## config.mk

```make
export PLATFORM = sky130hd
export DESIGN_NAME = strap_config_loader
export DESIGN_NICKNAME = d
export VERILOG_FILES = /design/src/strap_config_loader.v
export VERILOG_INCLUDE_DIRS = /design/src
export SDC_FILE = /design/constraint.sdc
export NUM_CORES = 1
export LEC_CHECK = 0
export ABC_AREA = 1
export BUFFER_PORTS_ARGS = -buffer_cell sky130_fd_sc_hd__buf_2
export CAP_MARGIN = 5
export CORE_ASPECT_RATIO = 1.2
export CORE_MARGIN = 8
export CORE_UTILIZATION = 50
export CTS_CLUSTER_DIAMETER = 200
export DETAILED_ROUTE_END_ITERATION = 8
export GPL_ROUTABILITY_DRIVEN = 1
export PLACE_DENSITY_LB_ADDON = 0.08
export SKIP_CTS_REPAIR_TIMING = 1
export SLEW_MARGIN = 15
export SYNTH_ARGS = -nofsm -noshare
export SYNTH_HDL_FRONTEND = slang
export SYNTH_SLANG_ARGS = --single-unit
```

## constraint.sdc

```tcl
create_clock -name clk_sys -period 2.65 [get_ports clk_sys]
set_clock_uncertainty 0.2 [all_clocks]
set_input_delay 0.265 -clock clk_sys [delete_from_list [all_inputs] [get_ports clk_sys]]
set_output_delay 0.265 -clock clk_sys [all_outputs]
set_load 0.05 [all_outputs]
```

## src/strap_config_map.vh

```
`ifndef STRAP_CONFIG_MAP_VH
`define STRAP_CONFIG_MAP_VH

// register indices on the serial access port
`define IDX_FAST_PATH_MODE        8'h00
`define IDX_SIDE_CHANNEL_MODE     8'h01
`define IDX_INPUT_RECEIVER_SETUP  8'h02
`define IDX_TERM_PULSE_AB         8'h03
`define IDX_TERM_PULSE_CD         8'h04
`define IDX_EQUALIZER_LEVEL_AB    8'h05
`define IDX_EQUALIZER_LEVEL_CD    8'h06
`define IDX_OUTPUT_DRIVER_SETUP   8'h07

// mode register fields (fast path and side channel share layout)
`define ENABLE_BIT                6
`define SOURCE_HI                 1
`define SOURCE_LO                 0
// receiver setup field
`define IN_TERM_BIT               0
// output driver fields
`define BOOST_HI                  3
`define BOOST_LO                  2
`define OUT_TERM_BIT              1
`define DRIVE_CURRENT_BIT         0

// writable bits; everything else reads as zero
`define MASK_MODE                 8'h43
`define MASK_RECEIVER             8'h01
`define MASK_FULL                 8'hFF
`define MASK_DRIVER               8'h0F

// constants forced while straps govern
`define BYTE_ZERO                 8'h00
`define FORCED_ON                 1'h1
`define PULSE_FORCED              8'h00

// strap vector layout
`define STRAP_W                   8
`define STRAP_LANE_EN             0
`define STRAP_SEL_HI              2
`define STRAP_SEL_LO              1
`define STRAP_EQ                  3
`define STRAP_BOOST_HI            5
`define STRAP_BOOST_LO            4
`define STRAP_OUT_TERM            6
`define STRAP_DRIVE               7
`define SYNC_RESET                8'h00

// mode states, one-hot
`define MODE_W                    2
`define MODE_STRAP                2'h1
`define MODE_SERIAL               2'h2

`endif

```

## src/strap_config_loader.v

```verilog
// Contract
// - lane enable strap 0 turns high-speed lanes off (standby), 1 on
// - source select strap routes input group A/B/C/D by code 00..11
// - same source select code drives the side-channel switch source
// - strap mode holds side-channel switch enabled regardless of lanes
// - strap mode keeps input terminations always on
// - strap mode keeps termination pulsing off for all four sources
// - strap mode applies one equalization level to every input lane
// - equalization strap: 0 low 6 dB, 1 high 12 dB
// - boost straps: 00 none, 01 2 dB, 10 4 dB, 11 6 dB
// - output termination strap: 0 off, 1 on, all output lanes
// - drive current strap: 0 gives 10 mA, 1 gives 20 mA
// - serial access can enable or disable input and output terminations
// - straps govern from reset until first serial access, then registers
`timescale 1ns/10ps
`include "strap_config_map.vh"

module strap_config_loader
(
  input  wire       clk_sys,
  input  wire       rst_b,
  input  wire       clk_en,
  input  wire       lane_enable_strap,
  input  wire [1:0] source_select_strap,
  input  wire       eq_level_strap,
  input  wire [1:0] boost_level_strap,
  input  wire       out_term_strap,
  input  wire       drive_current_strap,
  input  wire       serial_wr_en,
  input  wire       serial_rd_en,
  input  wire [7:0] serial_addr,
  input  wire [7:0] serial_wdata,
  output reg  [7:0] serial_rdata,
  output reg        serial_rd_valid,
  output wire       strap_mode,
  output reg  [7:0] fast_path_mode,
  output reg  [7:0] side_channel_mode,
  output reg  [7:0] input_receiver_setup,
  output reg  [7:0] term_pulse_ab,
  output reg  [7:0] term_pulse_cd,
  output reg  [7:0] equalizer_level_ab,
  output reg  [7:0] equalizer_level_cd,
  output reg  [7:0] output_driver_setup,
  output wire       lanes_on,
  output wire [1:0] fast_source,
  output wire       side_channel_on,
  output wire [1:0] side_common_port_sel,
  output wire       input_term_on,
  output wire [1:0] output_boost,
  output wire       output_term_on,
  output wire       serial_drive_current_field
);

////////////////////////////////////////////////////////////////////////////
// strap synchroniser

  wire [`STRAP_W-1:0] strap_raw;
  reg  [`STRAP_W-1:0] strap_meta;
  reg  [`STRAP_W-1:0] strap_sync;

  // pins are static on the board, yet still crossed into clk_sys
  // price of the crossing: a pin change shows three enabled edges later,
  // where a clockless decode would follow at once
  assign strap_raw[`STRAP_LANE_EN] = lane_enable_strap;
  assign strap_raw[`STRAP_SEL_HI:`STRAP_SEL_LO] = source_select_strap;
  assign strap_raw[`STRAP_EQ] = eq_level_strap;
  assign strap_raw[`STRAP_BOOST_HI:`STRAP_BOOST_LO] = boost_level_strap;
  assign strap_raw[`STRAP_OUT_TERM] = out_term_strap;
  assign strap_raw[`STRAP_DRIVE] = drive_current_strap;

  // two flops per strap bit; only the second stage is read onward
  // a reset value of zero loads a lanes-off image until the pins arrive
  genvar gi;
  generate
    for (gi = 0; gi < `STRAP_W; gi = gi + 1)
    begin : g_sync
      always @(posedge clk_sys)
      begin
        if (!rst_b)
        begin
          strap_meta[gi] <= 1'h0;
          strap_sync[gi] <= 1'h0;
        end
        else if (clk_en)
        begin
          strap_meta[gi] <= strap_raw[gi];
          strap_sync[gi] <= strap_meta[gi];
        end
      end
    end
  endgenerate

////////////////////////////////////////////////////////////////////////////
// register images derived from the straps

  reg [7:0] strap_fast;
  reg [7:0] strap_side;
  reg [7:0] strap_rx;
  reg [7:0] strap_tx;
  wire [7:0] strap_eq;

  // one strap bit fans out to every lane of every source
  assign strap_eq = {8{strap_sync[`STRAP_EQ]}};

  // images rebuilt every cycle from the synchronised straps
  // side-channel enable and input termination are constants here: no
  // pin can turn them off
  always @*
  begin
    strap_fast = `BYTE_ZERO;
    strap_fast[`ENABLE_BIT] = strap_sync[`STRAP_LANE_EN];
    strap_fast[`SOURCE_HI:`SOURCE_LO] =
      strap_sync[`STRAP_SEL_HI:`STRAP_SEL_LO];
    strap_side = `BYTE_ZERO;
    strap_side[`ENABLE_BIT] = `FORCED_ON;
    strap_side[`SOURCE_HI:`SOURCE_LO] =
      strap_sync[`STRAP_SEL_HI:`STRAP_SEL_LO];
    strap_rx = `BYTE_ZERO;
    strap_rx[`IN_TERM_BIT] = `FORCED_ON;
    strap_tx = `BYTE_ZERO;
    strap_tx[`BOOST_HI:`BOOST_LO] =
      strap_sync[`STRAP_BOOST_HI:`STRAP_BOOST_LO];
    strap_tx[`OUT_TERM_BIT] = strap_sync[`STRAP_OUT_TERM];
    strap_tx[`DRIVE_CURRENT_BIT] = strap_sync[`STRAP_DRIVE];
  end

////////////////////////////////////////////////////////////////////////////
// source of control: straps or serial registers

  // one-hot codes; a corrupted code falls back to pin control
  localparam [`MODE_W-1:0] ST_STRAP  = `MODE_STRAP;
  localparam [`MODE_W-1:0] ST_SERIAL = `MODE_SERIAL;

  reg  [`MODE_W-1:0] mode;
  reg  [`MODE_W-1:0] next_mode;
  wire               serial_access;

  // a read counts as an access just as a write does
  // strobes seen while clk_en is low never reach the mode register
  assign serial_access = serial_wr_en | serial_rd_en;

  // straps hand over once and never take control back until reset
  // a board rework therefore needs a reset before it takes effect
  always @*
  begin
    next_mode = mode;
    case (mode)
      ST_STRAP:
      begin
        if (serial_access)
          next_mode = ST_SERIAL;
      end
      ST_SERIAL:
      begin
        next_mode = ST_SERIAL;
      end
      default:
      begin
        next_mode = ST_STRAP;
      end
    endcase
  end

  // mode register
  // frozen by clk_en like every other flop
  always @(posedge clk_sys)
  begin
    if (!rst_b)
      mode <= ST_STRAP;
    else if (clk_en)
      mode <= next_mode;
  end

  assign strap_mode = (mode == ST_STRAP);

////////////////////////////////////////////////////////////////////////////
// write decode

  reg       wr_fast;
  reg       wr_side;
  reg       wr_rx;
  reg       wr_pab;
  reg       wr_pcd;
  reg       wr_eab;
  reg       wr_ecd;
  reg       wr_tx;

  // unmapped indices raise no strobe, so such writes vanish
  // every index bit is compared, so no upper-bit alias hits a register;
  // the read path below decodes the same indices
  always @*
  begin
    wr_fast = 1'h0;
    wr_side = 1'h0;
    wr_rx   = 1'h0;
    wr_pab  = 1'h0;
    wr_pcd  = 1'h0;
    wr_eab  = 1'h0;
    wr_ecd  = 1'h0;
    wr_tx   = 1'h0;
    if (!serial_wr_en)
      wr_fast = 1'h0;
    else if (serial_addr == `IDX_FAST_PATH_MODE)
      wr_fast = 1'h1;
    else if (serial_addr == `IDX_SIDE_CHANNEL_MODE)
      wr_side = 1'h1;
    else if (serial_addr == `IDX_INPUT_RECEIVER_SETUP)
      wr_rx = 1'h1;
    else if (serial_addr == `IDX_TERM_PULSE_AB)
      wr_pab = 1'h1;
    else if (serial_addr == `IDX_TERM_PULSE_CD)
      wr_pcd = 1'h1;
    else if (serial_addr == `IDX_EQUALIZER_LEVEL_AB)
      wr_eab = 1'h1;
    else if (serial_addr == `IDX_EQUALIZER_LEVEL_CD)
      wr_ecd = 1'h1;
    else if (serial_addr == `IDX_OUTPUT_DRIVER_SETUP)
      wr_tx = 1'h1;
  end

////////////////////////////////////////////////////////////////////////////
// register file

  // in strap mode every register tracks the strap images; once serial
  // control starts the last image stays until software overwrites it,
  // and the first access itself may already write
  // reset clears every register; pin images arrive three edges later
  always @(posedge clk_sys)
  begin
    if (!rst_b)
    begin
      fast_path_mode       <= `BYTE_ZERO;
      side_channel_mode    <= `BYTE_ZERO;
      input_receiver_setup <= `BYTE_ZERO;
      term_pulse_ab        <= `BYTE_ZERO;
      term_pulse_cd        <= `BYTE_ZERO;
      equalizer_level_ab   <= `BYTE_ZERO;
      equalizer_level_cd   <= `BYTE_ZERO;
      output_driver_setup  <= `BYTE_ZERO;
    end
    else if (clk_en)
    begin
      // the access edge is already serial, so a first write lands
      if (strap_mode && !serial_access)
      begin
        fast_path_mode       <= strap_fast;
        side_channel_mode    <= strap_side;
        input_receiver_setup <= strap_rx;
        term_pulse_ab        <= `PULSE_FORCED;
        term_pulse_cd        <= `PULSE_FORCED;
        equalizer_level_ab   <= strap_eq;
        equalizer_level_cd   <= strap_eq;
        output_driver_setup  <= strap_tx;
      end
      else
      begin
        if (wr_fast)
          fast_path_mode <= serial_wdata & `MASK_MODE;
        if (wr_side)
          side_channel_mode <= serial_wdata & `MASK_MODE;
        if (wr_rx)
          input_receiver_setup <= serial_wdata & `MASK_RECEIVER;
        if (wr_pab)
          term_pulse_ab <= serial_wdata & `MASK_FULL;
        if (wr_pcd)
          term_pulse_cd <= serial_wdata & `MASK_FULL;
        if (wr_eab)
          equalizer_level_ab <= serial_wdata & `MASK_FULL;
        if (wr_ecd)
          equalizer_level_cd <= serial_wdata & `MASK_FULL;
        if (wr_tx)
          output_driver_setup <= serial_wdata & `MASK_DRIVER;
      end
    end
  end

////////////////////////////////////////////////////////////////////////////
// read path

  reg [7:0] next_rdata;

  // register stage is read, so a strap-mode read returns the last image
  // a read in the same cycle as a write still returns the old value
  always @*
  begin
    next_rdata = `BYTE_ZERO;
    if (serial_addr == `IDX_FAST_PATH_MODE)
      next_rdata = fast_path_mode;
    else if (serial_addr == `IDX_SIDE_CHANNEL_MODE)
      next_rdata = side_channel_mode;
    else if (serial_addr == `IDX_INPUT_RECEIVER_SETUP)
      next_rdata = input_receiver_setup;
    else if (serial_addr == `IDX_TERM_PULSE_AB)
      next_rdata = term_pulse_ab;
    else if (serial_addr == `IDX_TERM_PULSE_CD)
      next_rdata = term_pulse_cd;
    else if (serial_addr == `IDX_EQUALIZER_LEVEL_AB)
      next_rdata = equalizer_level_ab;
    else if (serial_addr == `IDX_EQUALIZER_LEVEL_CD)
      next_rdata = equalizer_level_cd;
    else if (serial_addr == `IDX_OUTPUT_DRIVER_SETUP)
      next_rdata = output_driver_setup;
  end

  // read data held until the next read; valid is the read strobe delayed by one enabled edge
  // valid follows the strobe even for unmapped indices, which read zero
  always @(posedge clk_sys)
  begin
    if (!rst_b)
    begin
      serial_rdata    <= `BYTE_ZERO;
      serial_rd_valid <= 1'h0;
    end
    else if (clk_en)
    begin
      serial_rd_valid <= serial_rd_en;
      if (serial_rd_en)
        serial_rdata <= next_rdata;
    end
  end

////////////////////////////////////////////////////////////////////////////
// decoded controls for the analog switch, equalizer and driver

  // slices of the registers, so they change only on a clock edge
  // they feed the analog switch, equalizer and driver directly, so a
  // glitch here would disturb the lanes
  assign lanes_on = fast_path_mode[`ENABLE_BIT];
  assign fast_source = fast_path_mode[`SOURCE_HI:`SOURCE_LO];
  assign side_channel_on = side_channel_mode[`ENABLE_BIT];
  assign side_common_port_sel =
    side_channel_mode[`SOURCE_HI:`SOURCE_LO];
  assign input_term_on = input_receiver_setup[`IN_TERM_BIT];
  assign output_boost =
    output_driver_setup[`BOOST_HI:`BOOST_LO];
  assign output_term_on =
    output_driver_setup[`OUT_TERM_BIT];
  assign serial_drive_current_field =
    output_driver_setup[`DRIVE_CURRENT_BIT];

endmodule

```

# After elaboration in Yosys (flattened, before gate mapping)
# Index checks and enable logic that the tools add are counted.
# totals
in_bits	29
wordCells	129
reg_bits	91
# classes
muxes	70
reduce_logical	21
n_eq_ne	10
n_bitwise	1
# ops
operator	count
8-bit 2-to-1 mux	24
1-bit 2-to-1 mux	44
8-bit by 3-bit == test with 1-bit output, second input constant	4
2-bit AND reduction	10
8-bit by 2-bit == test with 1-bit output, second input constant	2
2-bit nonzero test	8
8-bit by 1-bit == test with 1-bit output, second input constant	1
8-bit logical NOT	1
2-bit case mux with 2 select lines	1
2-bit by 1-bit == test with 1-bit output, second input constant	1
2-bit == test, second input constant	1
2-bit 2-to-1 mux	1
2-bit by 1-bit != test with 1-bit output, second input constant	1
1-bit logical AND	1
1-bit logical NOT	1
1-bit OR	1

# Longest topological paths before layout
# Gate-level depths: netlist of the first run.
# logic_depth
ltp_word	12
mapped_depth	12
depth_no_buf	11

# Worst setup path before layout of the first run
# Ideal clock, no wire load.
# synth_path
path_kind	reg-to-reg
start	register mode[1]
end	register side_channel_mode[0]
stages_incl_launch_ff	11
required_time_ps	2336
period_less_slack_ps	2059
setup_slack_ps	591
arrival_time_ps	1745
path_buffers	1
setup_ps	114
path_cell_list	dfxtp_1 > inv_1 > ha_1 > nand2_2 > nor2_8 > inv_4 > buf_4 > a21oi_4 > inv_1 > o21ai_1 > nor2_1
# synth_via
elab_chain_len	4
elab_cells_between_ends	5
# synth_rtl
item	line_no	rtl
start, declared	strap_config_loader.v:134	reg [`MODE_W-1:0] mode;
start signal, assigned	strap_config_loader.v:171	mode <= next_mode;
2-bit by 1-bit == test with 1-bit output (*)	strap_config_loader.v:174	assign strap_mode = (mode == ST_STRAP);
via strap_mode	strap_config_loader.v:35	output wire strap_mode,
1-bit logical AND (*)	strap_config_loader.v:244	if (strap_mode && !serial_access)
2-bit nonzero test (no source line)	--	
2-bit AND reduction (no source line)	--	
end signal, assigned	strap_config_loader.v:233	side_channel_mode <= `BYTE_ZERO;
end signal, assigned	strap_config_loader.v:247	side_channel_mode <= strap_side;
end signal, assigned	strap_config_loader.v:260	side_channel_mode <= serial_wdata & `MASK_MODE;
end, declared	strap_config_loader.v:37	output reg [7:0] side_channel_mode,
# The timed path passes the listed nets; every way through them passes the cells marked *.
# A chain may end at the register's enable or synchronous reset.

# Worst setup path after layout of the first run
# layout_path
start	register mode[1]
end	register term_pulse_ab[1]
# layout_via
elab_chain_len	4
elab_cells_between_ends	5
# layout_rtl
item	line_no	rtl
2-bit by 1-bit == test with 1-bit output (*)	strap_config_loader.v:174	
1-bit logical AND (*)	strap_config_loader.v:244	
2-bit nonzero test (no source line)	--	
2-bit AND reduction (no source line)	--	
end signal, assigned	strap_config_loader.v:235	term_pulse_ab <= `BYTE_ZERO;
end signal, assigned	strap_config_loader.v:249	term_pulse_ab <= `PULSE_FORCED;
end signal, assigned	strap_config_loader.v:264	term_pulse_ab <= serial_wdata & `MASK_FULL;
end, declared	strap_config_loader.v:39	output reg [7:0] term_pulse_ab,
# Mark *: on every way between the ends. The rest lies on a longest branch, timed or not.

==> impl_metrics.py, run 1 <==
metrics = {
    "status": {
        "status": "finished, final reports clean",
    },
    "hold_path": {
        "hp-class": "input pin to flop",
        "min_to": "side_channel_mode[6]$_SDFFE_PN0P_",
        "hold_depth": 3,
        "min_from": "serial_wdata[6]",
    },
    "clock_network": {
        "ctsRootBufferMaster": "clkbuf_8",
        "path_clk_slew_ps": 70,
        "cts_tree": "built",
        "clock_sinks": 70,
        "h-tree-depth": 3,
        "clock_latency_ps": 350,
        "cts_buffers": 9,
        "clockBufferDepth": 2,
    },
    "grt": {
        "grt_first_pass_wirelength_um": 15770,
        "grt_pass1_vias": 3244,
        "grt_max_degree": 29,
        "antenna_found_initial": 0,
        "overflow": 0,
        "track_usage_pct": 19.98,
    },
    "floorplanning": {
        "io_pins": 114,
        "initial_core_util_pct": 52.00,
        "die_h_um": 105.7,
        "core_area_mm2": 0.006446,
        "dieArea_mm2": 0.009591,
        "rows": 32,
        "die_w_um": 90.75,
    },
    "yosys": {
        "synth_area_per_cell_um2": 7.533,
        "seq_area_frac_synth_pct": 41.81,
        "netlist_instances": 445,
        "synth-edff-count": 0,
        "yosys_warnings": 0,
        "synth_ff_type": "dfxtp_1",
        "ys_seq_elements": 70,
        "netlist_area_mm2": 0.003352,
        "async_reset_ff_share_pct": 0,
        "synth_cell_types": 34,
    },
    "setup_path": {
        "path_class": "flop to flop",
        "r2r-end": "term_pulse_ab[1]$_SDFFE_PN0P_",
        "cpPeakStageDelay_ps": 310,
        "setup.worst_path.start_class": "flop",
        "cp_cell_sequence": "inv_1 -> ha_1 -> nand2_2 -> nor2_8 -> inv_4 -> o21ai_2 -> nand2_2 -> clkinv_2 -> o21ai_0 -> a21oi_1",
        "crit_required_ps": 2660,
        "cp.arrival_ps": 1960,
        "reg2regPathDepth": 10,
        "worst_path_max_delay_cell": "dfxtp_1",
        "cp_common_cell": "nand2_2",
        "cp-end-kind": "flop",
        "ff2ff_setup_slack_ps": 700,
        "cp_max_fo": 17,
        "regToRegStartpoint": "mode[1]$_SDFFE_PN0P_",
        "crit_path_start": "mode[1]$_SDFFE_PN0P_",
    },
    "layout": {
        "fill_cells": 635,
        "diodes": 0,
        "num-nets-final": 559,
        "multi_input_area_mm2": 0.001525,
        "fin_util_pct": 61.67,
        "area_growth_pct": 18.59,
        "layout_common_cells": "92 x buf_2, 70 x dfxtp_1, 68 x nand2_1, 49 x nor2_1, 49 x o21ai_0",
        "layout_commonest_cell": "buf_2",
        "seqCellArea_mm2": 0.001401,
        "drive_gt1_share_pct": 26.97,
    },
    "pwr": {
        "p_per_area_mw_per_mm2": 662.7,
        "p_leak_nw": 1.928,
        "ir_drop_v": 0.0004677,
    },
    "sta": {
        "relSlewSlack_pct": 52.19,
        "period_needed_ps": 1947,
        "period_share_pct": 73.47,
        "max_freq_mhz": 513.6,
        "fin_worst_hold_slack_ps": 17.34,
        "tns_ps": 0,
        "report.final.slew_viol_count": 0,
        "hold_viol": 0,
        "setup_viol": 0,
        "rsz0062_at_grt": "false",
        "tightest_slew_ps": 716.3,
        "fin_ws_ps": 703.1,
    },
    "job": {
        "drv_cap": 0,
    },
    "placed_design": {
        "gp_congestion": 0.8633,
        "dp_slack_ps": 683.7,
        "port_buffers": 92,
        "place_hpwl_um": 7178,
    },
    "detailed_routing": {
        "drtPass1Iterations": 5,
        "antenna_left": 0,
        "via_per_inst": 5.226,
        "routedWlPerCell_um": 15.68,
        "route.detailed.drc": 0,
        "initialDrtViolationCount": 229,
        "vias": 3235,
        "wirelength_um": 9704,
    },
}
-- layer usage --
layer	up-vias	share of wire (%)	GRT usage, %
met4	0	2.0	9.654
met5	-	0	0
met1	1498	42	22.99
met3	17	6.6	5.110
li1	1600	-	-
met2	120	49	33.73
-- worst max-delay path by stage --
stage / endpoint / slack, ps
floorplan: side_channel_mode[0]$_SDFFE_PN0P_ / 590
global placement: term_pulse_ab[2]$_SDFFE_PN0P_ / 700
detailed placement: term_pulse_ab[0]$_SDFFE_PN0P_ / 680
CTS: term_pulse_ab[1]$_SDFFE_PN0P_ / 700
global route: term_pulse_cd[1]$_SDFFE_PN0P_ / 550
finish: term_pulse_ab[1]$_SDFFE_PN0P_ / 700
-- cells in the mapped netlist, types with 4 or more instances --
cell type / n / area share [%]
inv_1: 26 / 2.9
o21ai_1: 18 / 2.7
nand2_2: 6 / 1.1
nand4_1: 6 / 1.1
a31oi_1: 23 / 4.3
nand3_1: 7 / 1.0
o211ai_1: 4 / 0.90
nand2_1: 68 / 7.6
a21oi_1: 33 / 4.9
dfxtp_1: 70 / 42
buf_6: 4 / 1.3
clkbuf_1: 9 / 1.0
o21ai_0: 49 / 7.3
buf_4: 33 / 7.4
nor2_1: 49 / 5.5
inv_2: 10 / 1.1
-- layout make-up --
class,count,area share (%)
Multi-Input combinational cell,305,38.37
Tap cell,85,2.675
Inverter,40,3.903
Clock inverter,5,2.077
Clock buffer,11,3.557
Sequential cell,70,35.25
Timing Repair Buffer,103,14.16
-- flip-flops by register name, summed over array words and instances, names as in the netlist --
signal / count
serial_rd_valid: 1
strap_sync: 4
equalizer_level_ab: 8
output_driver_setup: 4
side_channel_mode: 3
strap_meta: 8
equalizer_level_cd: 8
term_pulse_cd: 8
input_receiver_setup: 1
strap_fast: 3
mode: 2
fast_path_mode: 3
strap_eq: 1
term_pulse_ab: 8
serial_rdata: 8
-- cell families (layout without fill, tap and decap cells) --
kind of cell	count (synthesis)	count (layout)	synth area share, %
other cells	1	21	0.1119
compound gates	135	135	22.70
flops	70	70	41.81
fa+ha+maj	1	1	0.3732
buf+inv	90	159	14.93
simple gates	148	148	20.08
-- through the flow --
stage               instances  power (mW)  cell area, µm²
floorplan                 465       1.592            3427
global placement          595       1.669            3671
detailed placement        595       1.674            3671
CTS                       611       2.629            3895
global route              619       2.728            3975
finish                    619       2.634            3975
-- critical path, delay by kind of cell (launching register included) --
kind,cells,cell delay [ps]
flip-flops,1,310
buffers and inverters,3,440
adder cells (fa/ha/maj),1,210
AO/OA/AOI/OAI,3,350
AND/OR/NAND/NOR,3,300
-- report_power, final --
group / switching (mW) / leakage (nW) / internal, mW / total [mW]
combinational: 0.405 / 1.24 / 0.111 / 0.516
clock: 0.413 / 0.113 / 0.558 / 0.971
sequential: 0.0393 / 0.572 / 1.11 / 1.15
(Power assumes the default switching activity.)
==> run 2: changes to the inputs <==
--- a/config.mk
+++ b/config.mk
@@ -11,7 +11,7 @@
 export CAP_MARGIN = 5
 export CORE_ASPECT_RATIO = 1.2
 export CORE_MARGIN = 8
-export CORE_UTILIZATION = 50
+export CORE_UTILIZATION = 45
 export CTS_CLUSTER_DIAMETER = 200
 export DETAILED_ROUTE_END_ITERATION = 8
 export GPL_ROUTABILITY_DRIVEN = 1
==> constraint.sdc (replaced) <==
create_clock -name clk_sys -period 1.6 [get_ports clk_sys]
set_clock_uncertainty 0.2 [all_clocks]
set_input_delay 0.16 -clock clk_sys [delete_from_list [all_inputs] [get_ports clk_sys]]
set_output_delay 0.16 -clock clk_sys [all_outputs]
set_load 0.05 [all_outputs]
==> impl_metrics.py, run 2 (synthesis results as in run 1) <==
metrics = {
    "placed_design": {
        "port_buffers": 92,
        "place_area_mm2": 0.004120,
        "dp.cells": 643,
        "gp_congestion": 0.8517,
        "place_hpwl_um": 7895,
    },
    "detailed_routing": {
        "route.detailed.drc": 0,
        "drtPass1Iterations": 4,
        "initialDrtViolationCount": 201,
        "vias": 3443,
        "antenna_left": 0,
        "routedWlPerCell_um": 16.28,
        "via_per_inst": 5.071,
        "wirelength_um": 11060,
    },
    "grt": {
        "antenna_found_initial": 0,
        "grt_first_pass_wirelength_um": 16620,
        "grt_use_met2_pct": 33.74,
        "track_usage_pct": 19.94,
        "gr-usage-met1_pct": 23.39,
        "grt_use_met3_pct": 4.607,
        "overflow": 0,
        "grt_pass1_vias": 3290,
        "grt_max_degree": 31,
        "grt.busiest_layer": "met2",
    },
    "layout": {
        "fin_util_pct": 64.36,
        "layout_common_cells": "92 x buf_2, 69 x dfxtp_1, 62 x nand2_1, 48 x nor2_1, 43 x buf_4",
        "final_area_mm2": 0.004654,
        "fill_cells": 679,
        "diodes": 0,
        "num-nets-final": 615,
        "area_growth_pct": 38.86,
        "layout_commonest_cell": "buf_2",
        "drive_gt1_share_pct": 39.05,
        "final_cells": 679,
    },
    "setup_path": {
        "cp-end-kind": "flop",
        "cp_cell_sequence": "inv_2 -> ha_4 -> nand2_4 -> nor2_8 -> inv_6 -> buf_8 -> a21oi_4 -> o21ai_0 -> a31oi_1",
        "path_buf_inv": 3,
        "setup.worst_path.start_class": "flop",
        "cp_top_family": "compound AO/OA/AOI/OAI gates",
        "cpPeakStageDelay_ps": 310,
        "cp_max_fo": 10,
        "crit_required_ps": 1670,
        "worst_path_max_delay_cell": "dfxtp_1",
        "path_class": "flop to flop",
        "cp.arrival_ps": 1700,
    },
    "clock_network": {
        "path_clk_slew_ps": 80,
        "cts_tree": "built",
        "clock_latency_ps": 350,
        "cts_buffers": 9,
        "clock_sinks": 70,
        "ctsRootBufferMaster": "clkbuf_8",
        "h-tree-depth": 3,
        "clockBufferDepth": 2,
    },
    "status": {
        "status": "finished with violations",
        "violations": "setup timing",
    },
    "floorplanning": {
        "die_h_um": 110.5,
        "rows": 34,
        "dieArea_mm2": 0.01048,
        "initial_core_util_pct": 46.35,
        "die_w_um": 94.79,
        "io_pins": 114,
        "core_area_mm2": 0.007232,
    },
    "pwr": {
        "p_leak_nw": 2.254,
        "p_per_area_mw_per_mm2": 999.8,
        "ir_drop_v": 0.0006170,
        "p_total_mw": 4.654,
    },
    "sta": {
        "report.final.slew_viol_count": 0,
        "period_needed_ps": 1634,
        "fin_ws_ps": -33.89,
        "rsz0062_at_grt": "true",
        "setup_viol": 17,
        "fin_worst_hold_slack_ps": 1.549,
        "hold_viol": 0,
        "max_freq_mhz": 612.0,
        "period_share_pct": 102.1,
    },
    "hold_path": {
        "hp-class": "input pin to flop",
    },
    "job": {
        "drv_cap": 0,
    },
}
run 2: cell count changes in the layout (fill, tap and decap cells not counted), moves of 6 or more:
cell | previous run | this run
nand2_1 | 68 | 62
buf_4 | 3 | 43
o21ai_1 | 18 | 26
o21ai_2 | 2 | 17
dlygate4sd3_1 | 8 | 15
a21oi_2 | 3 | 10
o21ai_0 | 49 | 26
a21oi_1 | 33 | 26
run 2: metal layers:
| layer | vias up | routed length [µm] |
|---|---|---|
| li1 | 1723 | - |
| met1 | 1587 | 4393 |
| met5 | - | 0 |
| met4 | 0 | 252 |
| met3 | 18 | 872 |
| met2 | 115 | 5537 |
run 2: through the flow:
stage	setup TNS, ps	worst slack, ps
final	-270.9	-33.89
after global routing	-2637	-124.0
after CTS	-2751	-134.0
after detailed placement	-2897	-124.4
after global placement	-1025	-107.2
after floorplan	-2201	-114.3
run 2: where the power goes:
part,internal (mW),switching [mW],total (mW)
combinational,0.285,0.736,1.02
sequential,1.84,0.0737,1.91
clock,1.03,0.696,1.72
total,3.15,1.51,4.65
run 2: final cells by class:
| class | count | area, µm² | share of cell area, % |
|---|---|---|---|
| clock buffers | 9 | 123.9 | 2.661 |
| clock inverters | 6 | 111.4 | 2.392 |
| inverters | 40 | 177.7 | 3.817 |
| multi-input cells | 305 | 1664 | 35.75 |
| flip-flops and latches | 70 | 1403 | 30.13 |
| well taps | 90 | 112.6 | 2.419 |
| repair buffers | 156 | 1040 | 22.34 |
| repair inverters | 3 | 22.52 | 0.4839 |
run 2: tightest hold or removal path: stages:
cell     delay, ps
buf_2          110
nand2_2        160
a21oi_2         70
run 2: path summary, 6_finish.rpt:
| check | cells past startpoint | start | end | slack (ps) |
|---|---|---|---|---|
| setup / recovery | 9 | mode[1]$_SDFFE_PN0P_ | fast_path_mode[1]$_SDFFE_PN0P_ | -30 |
| setup reg to reg | 9 | mode[1]$_SDFFE_PN0P_ | fast_path_mode[1]$_SDFFE_PN0P_ | -30 |
| hold reg to reg | 2 | serial_rdata[2]$_SDFFE_PN0P_ | serial_rdata[2]$_SDFFE_PN0P_ | 270 |
| hold / removal | 3 | serial_wdata[2] | term_pulse_cd[2]$_SDFFE_PN0P_ | 2 |
